[src/include/rx_tx_pkg.sv]
// Constants and carriers for the receive status and transmit queue block.
// Assumes byte addresses on a plain 16-bit register port.
package rx_tx_pkg;

    // ------------------------------------------------------------
    // Register offsets
    // ------------------------------------------------------------
    localparam logic [7:0] OFS_TX_FREE     = 8'h78;
    localparam logic [7:0] OFS_HDR_STATUS  = 8'h7C;
    localparam logic [7:0] OFS_BYTE_COUNT  = 8'h7E;
    localparam logic [7:0] OFS_TX_CMD      = 8'h80;
    localparam logic [7:0] OFS_FRAME_CFG   = 8'h90;
    localparam logic [7:0] OFS_SPACE_REQ   = 8'h9E;

    // ------------------------------------------------------------
    // Field positions
    // ------------------------------------------------------------
    localparam int BIT_VALID     = 15;
    localparam int BIT_TCP_BAD   = 11;
    localparam int BIT_UDP_BAD   = 10;
    localparam int BIT_BCAST     = 7;
    localparam int BIT_MCAST     = 6;
    localparam int BIT_UCAST     = 5;
    localparam int BIT_SYM_ERR   = 4;
    localparam int BIT_ETHERTYPE = 3;
    localparam int BIT_OVERSIZE  = 2;
    localparam int BIT_SHORT     = 1;
    localparam int BIT_FCS       = 0;
    localparam int BIT_ENQUEUE   = 0;
    localparam int BIT_MONITOR   = 1;
    localparam int BIT_PASS_BAD  = 0;

    // ------------------------------------------------------------
    // Limits and reset values
    // ------------------------------------------------------------
    localparam logic [15:0] ETHERTYPE_MIN = 16'd1500;
    localparam logic [11:0] OVERSIZE_MAX  = 12'd2000;
    localparam logic [15:0] RST_WORD      = 16'h0000;
    localparam logic [12:0] RST_SPACE     = 13'h0000;
    localparam logic [11:0] RST_COUNT     = 12'h000;

    // ------------------------------------------------------------
    // Carriers
    // ------------------------------------------------------------
    typedef struct packed {
        logic        tcp_bad;
        logic        udp_bad;
        logic        bcast;
        logic        mcast;
        logic        ucast;
        logic        sym_err;
        logic        short_frame;
        logic        fcs_bad;
        logic [15:0] len_type;
        logic [11:0] byte_total;
    } rx_report_type;

    typedef struct packed {
        logic [7:0]  addr;
        logic [15:0] wdata;
        logic        wr;
        logic        rd;
    } bus_req_type;

endpackage
[src/core/rx_frame_status_tx_enqueue.sv]
// Receive frame header status, byte count and transmit queue commands.
// Assumes a MAC that reports each finished frame with a one-cycle strobe.
`timescale 1ns/1ps

module rx_frame_status_tx_enqueue (
    input  wire logic                    clk_sys,
    input  wire logic                    rst_n,
    input  wire logic [7:0]              bus_addr,
    input  wire logic [15:0]             bus_wdata,
    input  wire logic                    bus_wr,
    input  wire logic                    bus_rd,
    output logic [15:0]                  bus_rdata,
    input  wire logic                    rx_end,
    input  wire rx_tx_pkg::rx_report_type rx_report,
    output logic                         rx_slot_full,
    output logic                         rx_deliver,
    output logic                         rx_discard,
    input  wire logic [12:0]             tx_free_bytes,
    input  wire logic                    tx_done,
    output logic                         tx_enqueue_req,
    output logic                         tx_enqueue_busy,
    output logic                         space_event
);
    import rx_tx_pkg::*;

    // ------------------------------------------------------------
    // State
    // ------------------------------------------------------------
    typedef struct packed {
        logic [15:0] rdata;
        logic [15:0] hdr;
        logic [11:0] count;
        logic        pass_bad;
        logic        enqueue;
        logic        monitor;
        logic [12:0] space_req;
        logic        enq_pulse;
        logic        space_pulse;
        logic        deliver;
        logic        discard;
    } state_type;

    state_type st_ff;
    state_type nxt_st;

    logic        take;
    logic        oversize;
    logic        bad;
    logic        keep;
    logic [15:0] hdr_new;
    logic        wr_cmd;
    logic        rd_count;

    // ------------------------------------------------------------
    // Frame classification
    // ------------------------------------------------------------
    // One status slot; the MAC must hold its report until the slot frees
    assign take     = rx_end && !st_ff.hdr[BIT_VALID];
    assign oversize = rx_report.byte_total > OVERSIZE_MAX;
    assign bad      = oversize || rx_report.short_frame || rx_report.fcs_bad;
    assign keep     = !bad || st_ff.pass_bad;
    assign wr_cmd   = bus_wr && bus_addr == OFS_TX_CMD;
    assign rd_count = bus_rd && bus_addr == OFS_BYTE_COUNT;

    always_comb begin
        hdr_new = RST_WORD;
        hdr_new[BIT_VALID] = 1'b1;
        hdr_new[BIT_TCP_BAD] = rx_report.tcp_bad;
        hdr_new[BIT_UDP_BAD] = rx_report.udp_bad;
        hdr_new[BIT_BCAST] = rx_report.bcast;
        hdr_new[BIT_MCAST] = rx_report.mcast || rx_report.bcast;
        hdr_new[BIT_UCAST] = rx_report.ucast;
        hdr_new[BIT_SYM_ERR] = rx_report.sym_err;
        hdr_new[BIT_ETHERTYPE] = rx_report.len_type > ETHERTYPE_MIN
                                 && !rx_report.short_frame;
        hdr_new[BIT_OVERSIZE] = oversize;
        hdr_new[BIT_SHORT] = rx_report.short_frame;
        hdr_new[BIT_FCS] = rx_report.fcs_bad;
    end

    // ------------------------------------------------------------
    // Next state
    // ------------------------------------------------------------
    always_comb begin
        nxt_st             = st_ff;
        nxt_st.enq_pulse   = 1'b0;
        nxt_st.space_pulse = 1'b0;
        nxt_st.deliver     = 1'b0;
        nxt_st.discard     = 1'b0;
        nxt_st.rdata       = RST_WORD;

        // Register reads; unmapped offsets answer zero
        if (bus_rd) begin
            unique case (bus_addr)
                OFS_HDR_STATUS: begin
                    nxt_st.rdata = st_ff.hdr;
                end
                OFS_BYTE_COUNT: begin
                    nxt_st.rdata = {4'h0, st_ff.count};
                end
                OFS_TX_CMD: begin
                    nxt_st.rdata = {14'h0000, st_ff.monitor, st_ff.enqueue};
                end
                OFS_TX_FREE: begin
                    nxt_st.rdata = {3'h0, tx_free_bytes};
                end
                OFS_FRAME_CFG: begin
                    nxt_st.rdata = {15'h0000, st_ff.pass_bad};
                end
                OFS_SPACE_REQ: begin
                    nxt_st.rdata = {3'h0, st_ff.space_req};
                end
                default: begin
                    nxt_st.rdata = RST_WORD;
                end
            endcase
        end

        // Reading the count releases the slot, so a frame is read once
        // single read per frame
        if (rd_count) begin
            nxt_st.hdr   = RST_WORD;
            nxt_st.count = RST_COUNT;
        end

        // New frame taken only into an empty slot
        if (take) begin
            if (keep) begin
                nxt_st.hdr     = hdr_new;
                nxt_st.count   = rx_report.byte_total;
                nxt_st.deliver = 1'b1;
            end else begin
                nxt_st.discard = 1'b1;
            end
        end

        // Writes
        if (bus_wr && bus_addr == OFS_FRAME_CFG) begin
            nxt_st.pass_bad = bus_wdata[BIT_PASS_BAD];
        end
        if (bus_wr && bus_addr == OFS_SPACE_REQ) begin
            nxt_st.space_req = bus_wdata[12:0];
        end

        if (tx_done) begin
            nxt_st.enqueue = 1'b0;
        end
        // Set needs st_ff.enqueue clear, so a write in the tx_done cycle is lost
        // only bits 0 and 1 act
        if (wr_cmd && bus_wdata[BIT_ENQUEUE] && !st_ff.enqueue) begin
            nxt_st.enqueue   = 1'b1;
            nxt_st.enq_pulse = 1'b1;
        end

        if (st_ff.monitor && tx_free_bytes >= st_ff.space_req) begin
            nxt_st.monitor     = 1'b0;
            nxt_st.space_pulse = 1'b1;
        end
        if (wr_cmd && bus_wdata[BIT_MONITOR]) begin
            nxt_st.monitor = 1'b1;
        end
    end

    // ------------------------------------------------------------
    // Registers
    // ------------------------------------------------------------
    always_ff @(posedge clk_sys or negedge rst_n) begin
        if (!rst_n) begin
            st_ff <= '0;
        end else begin
            st_ff <= nxt_st;
        end
    end

    assign bus_rdata       = st_ff.rdata;
    assign rx_slot_full    = st_ff.hdr[BIT_VALID];
    assign rx_deliver      = st_ff.deliver;
    assign rx_discard      = st_ff.discard;
    assign tx_enqueue_req  = st_ff.enq_pulse;
    assign tx_enqueue_busy = st_ff.enqueue;
    assign space_event     = st_ff.space_pulse;
endmodule

[config.mk]
export PLATFORM = sky130hd
export DESIGN_NAME = rx_frame_status_tx_enqueue
export DESIGN_NICKNAME = d
export VERILOG_FILES = /design/src/include/rx_tx_pkg.sv /design/src/core/rx_frame_status_tx_enqueue.sv
export SDC_FILE = /design/constraint.sdc
export NUM_CORES = 1
export LEC_CHECK = 0
export BUFFER_PORTS_ARGS = -buffer_cell sky130_fd_sc_hd__buf_2
export CELL_PAD_IN_SITES_DETAIL_PLACEMENT = 0
export CELL_PAD_IN_SITES_GLOBAL_PLACEMENT = 1
export CORE_MARGIN = 10
export CORE_UTILIZATION = 30
export CTS_CLUSTER_DIAMETER = 80
export CTS_CLUSTER_SIZE = 16
export DETAILED_ROUTE_END_ITERATION = 8
export GPL_ROUTABILITY_DRIVEN = 0
export PLACE_DENSITY_LB_ADDON = 0.1
export SYNTH_ARGS = -nofsm -noshare
export SYNTH_HDL_FRONTEND = slang
export SYNTH_SLANG_ARGS = --single-unit
[constraint.sdc]
create_clock -name clk_sys -period 2.28 [get_ports clk_sys]
set_clock_uncertainty 0.2 [all_clocks]
set_input_delay 0.228 -clock clk_sys [delete_from_list [all_inputs] [get_ports clk_sys]]
set_output_delay 0.228 -clock clk_sys [all_outputs]
set_load 0.05 [all_outputs]
==> summary by stage <==
Run status
The flow ran to the end, and the final reports show no timing, DRC or antenna violations.

Placement
The count of input and output buffers is between 90 and 100. The cell count after placement is 545. Timing analysis after detailed placement gives a worst setup slack of 0.07488 ns.

The wire-length estimate of the detail-placed layout is between 7 and 8 mm.

Critical path
The worst reg-to-reg setup slack is 0.31 ns. For this run, the slowest stage of the critical path takes 0.55 ns. Among all stages on the critical path, the largest delay is contributed by sky130_fd_sc_hd__or4_4.

The worst setup path is captured at a register. Traced cell by cell, the critical path runs through dlygate4sd3_1 > buf_2 > or4_4 > a31oi_4 > nor2b_1 > a32o_1. The nature of the critical path startpoint is an input port. The kind of cell adding the most delay to the critical path is simple AND/OR/NAND/NOR gates. The setup path with the least slack is of type input port to register. The number of buffers and inverters on the critical path is 2. Data arrives at the worst endpoint at 2.12 ns.

STA puts the critical path data required time at 2.30 ns. The maximum fanout along the worst path is 8.

Die
The floorplan step defined a core boundary enclosing approximately 11000 µm². The starting density of the core is 31.16%. The die height is 126.8 µm. In this run the horizontal extent of the chip is 126.8 µm.

The floorplan has 38 rows. The count of pins on the block boundary is 101. The die covers 16080 µm².

Logic synthesis
In the synthesized netlist the dominant register cell turns out to be sky130_fd_sc_hd__dfrtp_1. The number of distinct library cell variants in the gate-level netlist after synthesis is 47. Counting every instance in the synthesized netlist gives between 300 and 400. The flip-flop and latch count after synthesis is 64. The fraction of the yosys area taken by sequential cells is a little under half. The net count of the mapped netlist is roughly 420. For this run, the number of Yosys warnings is 0. Of all flip-flops after synthesis, the portion carrying an async set or reset was 100.0%.

In this run the cell area of the synthesized design comes to 3422 µm². Counting flops with a built-in enable in the synthesized netlist gives 0. The average instance area after synthesis is 10.50 µm².

Route
For this block, the routed nets add up to 9.828 mm of wire. The ratio of routed vias to standard cells is 4.670. In the routed design, unresolved DRC markers number 0. The routed wire length per instance is approximately 16 µm. The routed layout has 2788 vias. The number of detailed-route iterations in the first pass is 4. The number of nets with antenna violations after routing is 0. The detailed router finished its first iteration with 81 violations.

STA
Setup repair after global routing left no endpoint under its margin. In the post-route analysis, the smallest setup slack over all paths is 0.1800 ns. Headroom to the max-slew limit came out at 58.87%. The final number of max-transition violations is 0.

The worst slack on hold paths is 0.04273 ns. Setup violations remaining at the end of the flow were counted as 0. Of the available clock period, the critical path in the final layout requires 92.10%.

The sum of negative setup slack is 0 ns. The final critical delay including setup and external delays is 2.100 ns. The achievable frequency is 476.2 MHz. The final hold violation count is 0. The worst-margin pin slew is between 0.6 and 0.7 ns.

GRT
Global routing consumed, over all layers together, 12.48% of the routing resources. The aggregate global routing overflow is 0. The first global-routing pass estimated about 16 mm of wire.

The via count of the first global-routing pass came to approximately 3100. The pin count of the biggest net entering global routing is 40. The number of antenna violations at the first check in global routing is 0.

CTS
The cell chosen for the clock root is sky130_fd_sc_hd__clkbuf_16. TritonCTS created 9 clock buffers. TritonCTS built the clock tree. In this run, post-CTS repair resized a total of 0 instances. The maximum clock insertion buffer count is 2. The clock transition at the register clock pins on the worst setup and hold paths after CTS is ~0.060 ns. The latest clock arrival within the worst-skew pair is ~0.33 ns.

The TritonCTS sink count is 64. The clock tree synthesis step divided the H-tree into 3 levels.

Finish
Cells fill 42.93% of the core in the end. For this run, the number of standard cells in the final layout without fillers is slightly below 600. The number of antenna diodes in the final layout is 0. Relative to the synthesized area, the layout overhead comes to 37.77%. The net total in the final layout is between 500 and 600. The post-route netlist has 38.95% of its cells at a drive strength greater than 1.

Power and ir drop
The power per unit of standard cell area is 794.6 nW/µm². The leakage power of the design is 2.248 nW. The peak ir drop on the vdd network is 0.0003661 V.

Hold path
The class of the tightest hold or removal check is input port to register.

Job
The tool flagged a number of max-cap violations equal to 0.
cell families after synthesis:
kind of cell	count (synthesis)	synth area share, %
AOI/OAI and AO/OA	75	16.31
buffers and inverters	47	8.080
and+or+nand+nor	101	15.58
muxes	26	8.483
DFF	64	46.80
adders and majority gates	13	4.753
per-layer routing:
metal | vias up | global-route usage [%] | part of all wire [%]
li1 | 1399 | - | -
met1 | 1323 | 15.39 | 47
met2 | 55 | 20.32 | 48
met3 | 11 | 3.873 | 4.5
met4 | 0 | 3.952 | 1.1
met5 | - | 0 | 0
flip-flops by register name, summed over array words and instances, names as in the netlist:
signal           flops
bus_rdata           16
rx_deliver           1
rx_discard           1
rx_slot_full         1
space_event          1
st_ff               42
tx_enqueue_busy      1
tx_enqueue_req       1
placed cells by master, fill, tap and decap left out, types with 4 or more instances in the layout:
master,synthesis,final
sky130_fd_sc_hd__a21oi_1,20,20
sky130_fd_sc_hd__and4b_1,4,4
sky130_fd_sc_hd__buf_4,17,10
sky130_fd_sc_hd__bufinv_16,0,4
sky130_fd_sc_hd__and4_1,4,4
sky130_fd_sc_hd__nor2_1,8,8
sky130_fd_sc_hd__buf_2,1,97
sky130_fd_sc_hd__ha_1,13,13
sky130_fd_sc_hd__and2_1,6,6
sky130_fd_sc_hd__dfrtp_1,64,64
sky130_fd_sc_hd__nand2_2,7,7
sky130_fd_sc_hd__nand3_1,5,5
sky130_fd_sc_hd__a22oi_1,12,12
sky130_fd_sc_hd__o21ai_2,17,17
sky130_fd_sc_hd__inv_1,17,17
sky130_fd_sc_hd__a21o_1,5,5
sky130_fd_sc_hd__clkbuf_16,0,9
sky130_fd_sc_hd__dlygate4sd3_1,0,36
sky130_fd_sc_hd__nand2_1,45,45
sky130_fd_sc_hd__nor3_1,5,5
sky130_fd_sc_hd__mux2_2,24,24
worst min-delay path, stage by stage:
cell and delay, ns:
sky130_fd_sc_hd__buf_2 0.09, sky130_fd_sc_hd__a22oi_1 0.06, sky130_fd_sc_hd__a21oi_1 0.14
worst paths after layout:
| path | startpoint | end | depth (start not counted) |
|---|---|---|---|
| max | rx_report[11] | st_ff[31] | 6 |
| min in group asynchronous | rst_n | tx_enqueue_busy | 2 |
| max reg2reg | st_ff[4] | space_event | 6 |
| max in group asynchronous | rst_n | st_ff[21] | 3 |
| min reg2reg | st_ff[41] | st_ff[41] | 1 |
| min | tx_free_bytes[11] | bus_rdata[11] | 3 |
repair_timing:
action,in CTS,in global routing
hold buffers,36,0
setup buffers,0,0
endpoints found under the hold margin,62,0
cells in the mapped netlist (4+ instances only):
master / n / share of area [%]
sky130_fd_sc_hd__a21o_1: 5 / 1.1
sky130_fd_sc_hd__nand2_1: 45 / 4.9
sky130_fd_sc_hd__buf_4: 17 / 3.7
sky130_fd_sc_hd__o21ai_2: 17 / 4.4
sky130_fd_sc_hd__nand3_1: 5 / 0.73
sky130_fd_sc_hd__nor3_1: 5 / 0.73
sky130_fd_sc_hd__ha_1: 13 / 4.8
sky130_fd_sc_hd__a21oi_1: 20 / 2.9
sky130_fd_sc_hd__inv_1: 17 / 1.9
sky130_fd_sc_hd__nand2_2: 7 / 1.3
sky130_fd_sc_hd__dfrtp_1: 64 / 47
sky130_fd_sc_hd__and2_1: 6 / 1.1
sky130_fd_sc_hd__and4b_1: 4 / 1.2
sky130_fd_sc_hd__mux2_2: 24 / 7.9
sky130_fd_sc_hd__nor2_1: 8 / 0.88
sky130_fd_sc_hd__and4_1: 4 / 1.0
sky130_fd_sc_hd__a22oi_1: 12 / 2.6
sky130_fd_sc_hd__clkbuf_1: 9 / 0.99
stage by stage:
stage	instance area [µm²]	total power [W]
after floorplan	3422	0.001774
after global placement	3985	0.002015
after detailed placement	3985	0.002027
after CTS	4715	0.003806
after global routing	4715	0.003935
final	4715	0.003746
cell type report:
cell class / count / area [µm²]
well taps: 140 / 175.2
inverters: 17 / 63.81
clock buffers: 9 / 225.2
flip-flops and latches: 64 / 1602
multi-input cells: 215 / 1544
clock inverters: 7 / 143.9
fillers: 1120 / 6269
repair buffers: 145 / 960.9
where the power goes:
group          leakage, nW  internal [W]  switching, W
Sequential           0.850       0.00131      0.000106
Combinational         1.23      0.000308      0.000319
Clock                0.172       0.00118      0.000525
Total                 2.25       0.00280      0.000950
No activity file was read; power rests on OpenSTA's default activity.
